**config.mk**
```make
export PLATFORM = sky130hd
export DESIGN_NAME = adc_scan_select_and_clock
export DESIGN_NICKNAME = d
export VERILOG_FILES = /design/src/adc_scan_pkg.sv /design/src/scan_channel_picker.sv /design/src/adc_scan_select_and_clock.sv
export VERILOG_INCLUDE_DIRS = /design/src
export SDC_FILE = /design/constraint.sdc
export NUM_CORES = 1
export LEC_CHECK = 0
export BUFFER_PORTS_ARGS = -buffer_cell sky130_fd_sc_hd__buf_2
export CAP_MARGIN = 30
export CORE_AREA = 8 8 118 120
export CTS_CLUSTER_DIAMETER = 200
export DETAILED_ROUTE_END_ITERATION = 16
export DIE_AREA = 0 0 126 128
export PLACE_DENSITY = 0.77
export SLEW_MARGIN = 5
export SYNTH_ARGS = -nofsm -noshare
export SYNTH_HDL_FRONTEND = slang
export SYNTH_SLANG_ARGS = --single-unit
```
**constraint.sdc**
```tcl
create_clock -name aclk -period 3.7 [get_ports aclk]
set_clock_uncertainty 0.1 [all_clocks]
set_input_delay 0.185 -clock aclk [delete_from_list [all_inputs] [get_ports aclk]]
set_output_delay 0.185 -clock aclk [all_outputs]
set_load 0.01 [all_outputs]
```
**src/adc_scan_defines.svh**
```systemverilog
`ifndef ADC_SCAN_DEFINES_SVH
`define ADC_SCAN_DEFINES_SVH

// Byte offsets on the register bus
`define OFS_SCAN_SELECT_LOW 4'h0
`define OFS_SCAN_SELECT_HIGH 4'h4
`define OFS_CONV_CONTROL 4'h8
`define OFS_SCAN_STATUS 4'hc

// Field positions
`define HIGH_CH16_BIT 0
`define HIGH_CH28_LSB 12
`define HIGH_CH30_MSB 14
`define CTRL_SCAN_ENABLE_BIT 15
`define STAT_ACTIVE_BIT 8

// Writable bits of the high select register: channel 16 and 30..28
`define HIGH_WRITE_MASK 16'h7001

// Reset values
`define SCAN_SELECT_LOW_RESET 16'h0000
`define SCAN_SELECT_HIGH_RESET 16'h0000
`define CONV_CONTROL_RESET 16'h0000

// Oscillator periods per instruction cycle, doze and multiplier off
`define OSC_PERIODS_PER_INSTR 2

// Bus responses
`define RESP_OKAY 2'h0
`define RESP_SLVERR 2'h2

`endif

```
**src/adc_scan_pkg.sv**
```systemverilog
package adc_scan_pkg;

	typedef enum logic {
		SCAN_IDLE,
		SCAN_RUN
	} scan_state_t;

	typedef struct packed {
		logic active;
		logic [4:0] channel;
	} scan_status_t;

endpackage

```
**src/scan_channel_picker.sv**
```systemverilog
module scan_channel_picker (
	input wire logic [30:0] mask,
	input wire logic [4:0] current,
	output logic any,
	output logic [4:0] first,
	output logic [4:0] next
);

	// Lowest set bit of v at or above index from; bit 5 of the result flags a hit
	function automatic logic [5:0] lowest_from(input logic [30:0] v, input logic [4:0] from);
		logic [5:0] result;
		result = 6'h00;
		for (int i = 30; i >= 0; i--) begin
			if (v[i] && (5'(i) >= from)) begin
				result = {1'b1, 5'(i)};
			end
		end
		return result;
	endfunction

	logic [5:0] above;
	logic [5:0] lowest;

	always_comb begin
		lowest = lowest_from(mask, 5'h00);
		above = (current == 5'h1e) ? 6'h00 : lowest_from(mask, current + 5'h01);
		any = lowest[5];
		first = lowest[4:0];
		// Ascending order, wrapping to the lowest selected channel
		next = above[5] ? above[4:0] : lowest[4:0];
	end

endmodule

```
**src/adc_scan_select_and_clock.sv**
```systemverilog
// What this block does
// - A set select bit includes its channel in the scan; a clear bit skips it.
// - Low register holds channels 15-0; high holds 16 at bit 0, 30-28 at 14-12.
// - High register bits 15 and 11-1 ignore writes and read zero.
// - Conversion clock period is instruction cycle times divider plus one.
// - Instruction cycle lasts two oscillator periods.
//
// The placing of the registers and the AXI4-Lite register port were chosen for this implementation.
`include "adc_scan_defines.svh"

module adc_scan_select_and_clock
	import adc_scan_pkg::*;
#(
	parameter int ADDR_WIDTH = 4,
	parameter int DIVIDER_WIDTH = 8
) (
	input wire logic aclk,
	input wire logic aresetn,
	input wire logic [ADDR_WIDTH-1:0] s_axi_awaddr,
	input wire logic [2:0] s_axi_awprot,
	input wire logic s_axi_awvalid,
	output logic s_axi_awready,
	input wire logic [31:0] s_axi_wdata,
	input wire logic [3:0] s_axi_wstrb,
	input wire logic s_axi_wvalid,
	output logic s_axi_wready,
	output logic [1:0] s_axi_bresp,
	output logic s_axi_bvalid,
	input wire logic s_axi_bready,
	input wire logic [ADDR_WIDTH-1:0] s_axi_araddr,
	input wire logic [2:0] s_axi_arprot,
	input wire logic s_axi_arvalid,
	output logic s_axi_arready,
	output logic [31:0] s_axi_rdata,
	output logic [1:0] s_axi_rresp,
	output logic s_axi_rvalid,
	input wire logic s_axi_rready,
	input wire logic conversion_done,
	output logic conversion_clock_tick,
	output logic [30:0] scan_mask,
	output logic [4:0] scan_channel,
	output logic scan_active
);

	if (ADDR_WIDTH < 4 || ADDR_WIDTH > 32) begin
		$error("ADDR_WIDTH must lie between 4 and 32");
	end
	if (DIVIDER_WIDTH < 1 || DIVIDER_WIDTH > 15) begin
		$error("DIVIDER_WIDTH must lie between 1 and 15");
	end

	function automatic logic [15:0] merge_lanes(input logic [15:0] old, input logic [31:0] data,
			input logic [3:0] strb);
		logic [15:0] result;
		result = old;
		if (strb[0]) begin
			result[7:0] = data[7:0];
		end
		if (strb[1]) begin
			result[15:8] = data[15:8];
		end
		return result;
	endfunction

	function automatic logic mapped(input logic [ADDR_WIDTH-1:0] addr);
		logic [3:0] ofs;
		ofs = addr[3:0];
		return (addr[ADDR_WIDTH-1:2] <= (ADDR_WIDTH-2)'(3)) && (ofs[1:0] == 2'h0);
	endfunction

	// Register bus state
	logic aw_held, next_aw_held;
	logic w_held, next_w_held;
	logic [ADDR_WIDTH-1:0] aw_addr, next_aw_addr;
	logic [31:0] w_data, next_w_data;
	logic [3:0] w_strb, next_w_strb;
	logic bvalid, next_bvalid;
	logic [1:0] bresp, next_bresp;
	logic rvalid, next_rvalid;
	logic [1:0] rresp, next_rresp;
	logic [31:0] rdata, next_rdata;

	// Software registers
	logic [15:0] scan_select_low, next_scan_select_low;
	logic [15:0] scan_select_high, next_scan_select_high;
	logic [15:0] conv_control, next_conv_control;

	// Clock derivation and sequencer
	logic [1:0] osc_count, next_osc_count;
	logic [DIVIDER_WIDTH-1:0] instr_count, next_instr_count;
	logic conv_tick, next_conv_tick;
	scan_state_t state, next_state;
	scan_status_t status, next_status;

	logic aw_fire, w_fire, have_aw, have_w, do_write;
	logic [ADDR_WIDTH-1:0] wr_addr;
	logic [31:0] wr_data;
	logic [3:0] wr_strb;
	logic [DIVIDER_WIDTH-1:0] divider;
	logic instr_tick;
	logic [30:0] mask;
	logic pick_any;
	logic [4:0] pick_first, pick_next;

	assign s_axi_awready = !aw_held && !bvalid;
	assign s_axi_wready = !w_held && !bvalid;
	assign s_axi_arready = !rvalid;
	assign s_axi_bvalid = bvalid;
	assign s_axi_bresp = bresp;
	assign s_axi_rvalid = rvalid;
	assign s_axi_rresp = rresp;
	assign s_axi_rdata = rdata;

	assign divider = conv_control[DIVIDER_WIDTH-1:0];
	// Channels 27..17 do not exist and stay out of the scan
	assign mask = {scan_select_high[`HIGH_CH30_MSB:`HIGH_CH28_LSB], 11'h000,
		scan_select_high[`HIGH_CH16_BIT], scan_select_low};
	assign scan_mask = mask;
	assign scan_channel = status.channel;
	assign scan_active = status.active;
	assign conversion_clock_tick = conv_tick;

	scan_channel_picker picker (
		.mask(mask),
		.current(status.channel),
		.any(pick_any),
		.first(pick_first),
		.next(pick_next)
	);

	always_comb begin
		aw_fire = s_axi_awvalid && s_axi_awready;
		w_fire = s_axi_wvalid && s_axi_wready;
		have_aw = aw_held || aw_fire;
		have_w = w_held || w_fire;
		do_write = have_aw && have_w;
		wr_addr = aw_fire ? s_axi_awaddr : aw_addr;
		wr_data = w_fire ? s_axi_wdata : w_data;
		wr_strb = w_fire ? s_axi_wstrb : w_strb;
		next_aw_addr = aw_fire ? s_axi_awaddr : aw_addr;
		next_w_data = w_fire ? s_axi_wdata : w_data;
		next_w_strb = w_fire ? s_axi_wstrb : w_strb;
		next_aw_held = have_aw && !do_write;
		next_w_held = have_w && !do_write;
		next_bvalid = bvalid && !s_axi_bready;
		next_bresp = bresp;
		next_scan_select_low = scan_select_low;
		next_scan_select_high = scan_select_high;
		next_conv_control = conv_control;
		if (do_write) begin
			next_bvalid = 1'b1;
			next_bresp = mapped(wr_addr) ? `RESP_OKAY : `RESP_SLVERR;
			if (mapped(wr_addr)) begin
				unique case (wr_addr[3:0])
					`OFS_SCAN_SELECT_LOW: begin
						next_scan_select_low = merge_lanes(scan_select_low, wr_data, wr_strb);
					end
					`OFS_SCAN_SELECT_HIGH: begin
						next_scan_select_high = merge_lanes(scan_select_high, wr_data, wr_strb)
							& `HIGH_WRITE_MASK;
					end
					`OFS_CONV_CONTROL: begin
						next_conv_control = merge_lanes(conv_control, wr_data, wr_strb)
							& {1'b1, 15'((16'h0001 << DIVIDER_WIDTH) - 16'h0001)};
					end
					default: begin
						// Status is read-only; writes are accepted and dropped
					end
				endcase
			end
		end
		next_rvalid = rvalid && !s_axi_rready;
		next_rresp = rresp;
		next_rdata = rdata;
		if (s_axi_arvalid && s_axi_arready) begin
			next_rvalid = 1'b1;
			next_rresp = mapped(s_axi_araddr) ? `RESP_OKAY : `RESP_SLVERR;
			next_rdata = 32'h00000000;
			if (mapped(s_axi_araddr)) begin
				unique case (s_axi_araddr[3:0])
					`OFS_SCAN_SELECT_LOW: next_rdata = {16'h0000, scan_select_low};
					`OFS_SCAN_SELECT_HIGH: next_rdata = {16'h0000, scan_select_high};
					`OFS_CONV_CONTROL: next_rdata = {16'h0000, conv_control};
					default: begin
						next_rdata[`STAT_ACTIVE_BIT] = status.active;
						next_rdata[4:0] = status.channel;
					end
				endcase
			end
		end
	end

	always_ff @(posedge aclk) begin
		if (!aresetn) begin
			aw_held <= 1'b0;
			w_held <= 1'b0;
			aw_addr <= '0;
			w_data <= 32'h00000000;
			w_strb <= 4'h0;
			bvalid <= 1'b0;
			bresp <= `RESP_OKAY;
			rvalid <= 1'b0;
			rresp <= `RESP_OKAY;
			rdata <= 32'h00000000;
			scan_select_low <= `SCAN_SELECT_LOW_RESET;
			scan_select_high <= `SCAN_SELECT_HIGH_RESET;
			conv_control <= `CONV_CONTROL_RESET;
		end else begin
			aw_held <= next_aw_held;
			w_held <= next_w_held;
			aw_addr <= next_aw_addr;
			w_data <= next_w_data;
			w_strb <= next_w_strb;
			bvalid <= next_bvalid;
			bresp <= next_bresp;
			rvalid <= next_rvalid;
			rresp <= next_rresp;
			rdata <= next_rdata;
			scan_select_low <= next_scan_select_low;
			scan_select_high <= next_scan_select_high;
			conv_control <= next_conv_control;
		end
	end

	// Divider changes take effect at the next wrap or at once if the count is past it
	always_comb begin
		instr_tick = (osc_count == 2'(`OSC_PERIODS_PER_INSTR - 1));
		next_osc_count = instr_tick ? 2'h0 : osc_count + 2'h1;
		next_instr_count = instr_count;
		next_conv_tick = 1'b0;
		if (instr_tick) begin
			if (instr_count >= divider) begin
				next_instr_count = '0;
				next_conv_tick = 1'b1;
			end else begin
				next_instr_count = instr_count + 1'b1;
			end
		end
	end

	always_ff @(posedge aclk) begin
		if (!aresetn) begin
			osc_count <= 2'h0;
			instr_count <= '0;
			conv_tick <= 1'b0;
		end else begin
			osc_count <= next_osc_count;
			instr_count <= next_instr_count;
			conv_tick <= next_conv_tick;
		end
	end

	// A mask cleared mid-scan stops the scan rather than parking on a skipped channel
	always_comb begin
		next_state = state;
		next_status = status;
		unique case (state)
			SCAN_IDLE: begin
				next_status.active = 1'b0;
				if (conv_control[`CTRL_SCAN_ENABLE_BIT] && pick_any) begin
					next_state = SCAN_RUN;
					next_status.active = 1'b1;
					next_status.channel = pick_first;
				end
			end
			SCAN_RUN: begin
				if (!conv_control[`CTRL_SCAN_ENABLE_BIT] || !pick_any) begin
					next_state = SCAN_IDLE;
					next_status.active = 1'b0;
				end else if (conversion_done || !mask[status.channel]) begin
					next_status.channel = pick_next;
				end
			end
		endcase
	end

	always_ff @(posedge aclk) begin
		if (!aresetn) begin
			state <= SCAN_IDLE;
			status <= '0;
		end else begin
			state <= next_state;
			status <= next_status;
		end
	end

endmodule

```
==> impl_metrics.toml <==
[timing]
final_hold_viol_count = 0
fin_crit_ps = 3220
drv_slew = 0
tightest_slew_ps = 831
tns_ps = 0
setup_viol = 0
relSlewSlack_pct = 44.5
min_period_over_period_pct = 87.0
fmax_mhz = 311
rsz0062_at_grt = "false"

[synthesis]
synth_cells = 635
synth_top_cell_by_area = "dfxtp_1"
yosys-top-cells-count = "91 x dfxtp_1, 90 x nor2_1, 35 x nand2_1"
synth_edf_count = 0
yosysWarningCount = 0
ys_seq_elements = 91
syn_avg_cell_area_um2 = 8.49
seq_area_frac_synth_pct = 33.8
yosysMostFrequentCell = "dfxtp_1"
async_flop_share_pct = 0
synth-main-ff-cell = "dfxtp_1"
syn-cell-area_um2 = 5390
synth.top_cell.area_share_pct = 33.8
yosys-top-cells-area = "dfxtp_1 34%, mux2i_1 6.3%, nor2_1 6.3%"
synth_cell_types = 73

[critical_path]
worst_ep_arrival_time_ps = 3390
required_ps = 3870
cp_cell_sequence = "ha_1 -> buf_4 -> nand2b_1 -> o21bai_1 -> nand3_1 -> a31o_2 -> nand4b_4 -> o211ai_4 -> or4_1 -> o211ai_1"
cp-end-kind = "flip-flop"
crit_path_max_incr_delay_ps = 540
cp-start-kind = "flip-flop"
worstSetupPathType = "flip-flop to flip-flop"
r2r-start = "scan_channel[1]$_SDFFE_PN0P_"
slowest_stage = "dfxtp_1"
cp-startpoint = "scan_channel[1]$_SDFFE_PN0P_"
critical_path_peak_fanout = 10

[placement]
place_area_um2 = 5830
dp_hpwl_mm = 11.3
gp_congestion = 0.894
placement.io_buffers = 83

[final_layout]
nNetsFinal = 782
drive_gt1_share_pct = 20.1
area_growth_pct = 15.0
antennaDiodeCount = 0
fin_area_um2 = 6200

[grt]
grt_usage_pct = 18.7
grt_pass1_vias = 4830
grt_pass1_wl_mm = 24.4
grt_max_degree = 39
antenna_found_initial = 0
overflow = 0

[floorplanning]
dieHeight_um = 128
initial_core_util_pct = 44.2
coreArea_um2 = 12200
die_w_um = 126
io_pins = 137
num_rows = 41
die_area_um2 = 16100

[routing]
ant_nets = 0
drt_first_pass_iters = 5
drc = 0
routed_wl_mm = 15.2
viasPerCell = 5.71
routedWlPerCell_um = 17.6
vias = 4941
drtIter0Drc = 403

[clock_tree]
cts_sinks = 91
htreeDepth = 3
cts_resized = 0
cts_tree = "done"
cts_inserted_buffers = 9
cts_buffer_depth = 2
insertion_delay_ps = 350
path_clk_slew_ps = 70
cts_root_buf = "clkbuf_16"

[power]
total_leakage_power_nw = 2.61
p_per_area_nw_per_um2 = 372
ir_drop_mv = 0.310
power_mw = 2.31

[worst_hold_path]
hold_class = "primary input to flip-flop"
min_from = "s_axi_wdata[11]"

[status]
status = "complete, no violations"

[run]
drv_cap = 0
## routing by layer
| metal | up-vias | wire length (um) | GRT usage (%) |
|---|---|---|---|
| met4 | 0 | 539 | 9.91 |
| met5 | - | 0 | 0 |
| met1 | 2306 | 6280 | 22.3 |
| li1 | 2373 | - | - |
| met3 | 47 | 1160 | 4.53 |
| met2 | 215 | 7210 | 30.8 |
## path summary, 6_finish.rpt
path	cells after the start	end	slack (ps)
setup reg to reg	10	scan_channel[3]$_SDFFE_PN0P_	480
hold / removal	3	w_data[11]$_SDFF_PN0_	10
setup / recovery	10	scan_channel[3]$_SDFFE_PN0P_	480
hold reg to reg	1	osc_count[0]$_SDFF_PP0_	330
## sequential cells by signal, indices dropped and copies added, names as in the netlist, 2 cells and up
signal	flops
scan_select_low	16
w_strb	2
scan_select_high	4
scan_channel	5
osc_count	2
s_axi_rdata	16
instr_count	8
conv_control	9
aw_addr	4
w_data	16
## metrics by stage
stage	instances	setup slack [ps]	util, %	hold slack [ps]
after global placement	844	531	47.7	276
final	865	480	50.8	10.2
after global routing	865	185	50.8	26.7
after CTS	865	498	50.8	3.75
after detailed placement	844	518	47.7	276
after floorplan	663	515	-	185
## what timing repair did
action,CTS,global route
hold buffers,5,0
setup buffers,0,0
hold endpoints to repair,5,0
## cells by family (layout without fill, tap and decap cells)
logic type	after synthesis	in the layout	share of synthesized area, %
flip-flops	91	91	33.8
AO/OA/AOI/OAI	149	149	19.7
adder cells (fa/ha/maj)	14	14	3.25
AND/OR/NAND/NOR	227	227	21.0
multiplexers	54	54	12.0
buffers and inverters	89	141	8.59
other	1	29	0.0696
XOR/XNOR	10	10	1.62
## report_power, final
group	total [mW]	switching [mW]	internal [mW]	leakage (nW)
sequential	1.04	0.0232	1.01	0.739
clock	0.994	0.398	0.596	0.156
combinational	0.280	0.163	0.118	1.72
## cells in the final DEF, fill, tap and decap left out, types with 6 or more instances in the layout
master	n
a211oi_1	14
a21o_1	6
a21oi_1	32
a22oi_1	8
and2_1	18
buf_2	83
buf_4	14
clkbuf_16	9
conb_1	29
dfxtp_1	91
ha_1	14
inv_1	23
mux2_2	14
mux2i_1	34
nand2_1	35
nand2b_1	7
nand3_1	19
nand4_1	6
nor2_1	90
nor2b_1	7
nor3_1	8
nor4_1	11
o211ai_1	7
o21ai_0	20
## critical path, delay by kind of cell (launching register included)
family,cells,cell delay (ps)
and+or+nand+nor,4,1030
DFF,1,540
AOI/OAI and AO/OA,4,790
adders and majority gates,1,460
buffers and inverters,1,210
## area by class of cell
| cell class | instances | area [um^2] |
|---|---|---|
| timing repair buffer | 102 | 571 |
| multi-input combinational | 483 | 3210 |
| inverter | 23 | 86.3 |
| clock inverter | 7 | 98.8 |
| fill | 1150 | 6010 |
| tap | 150 | 188 |
| sequential | 91 | 1820 |
| clock buffer | 9 | 225 |
Power figures use the tool's default switching activity.
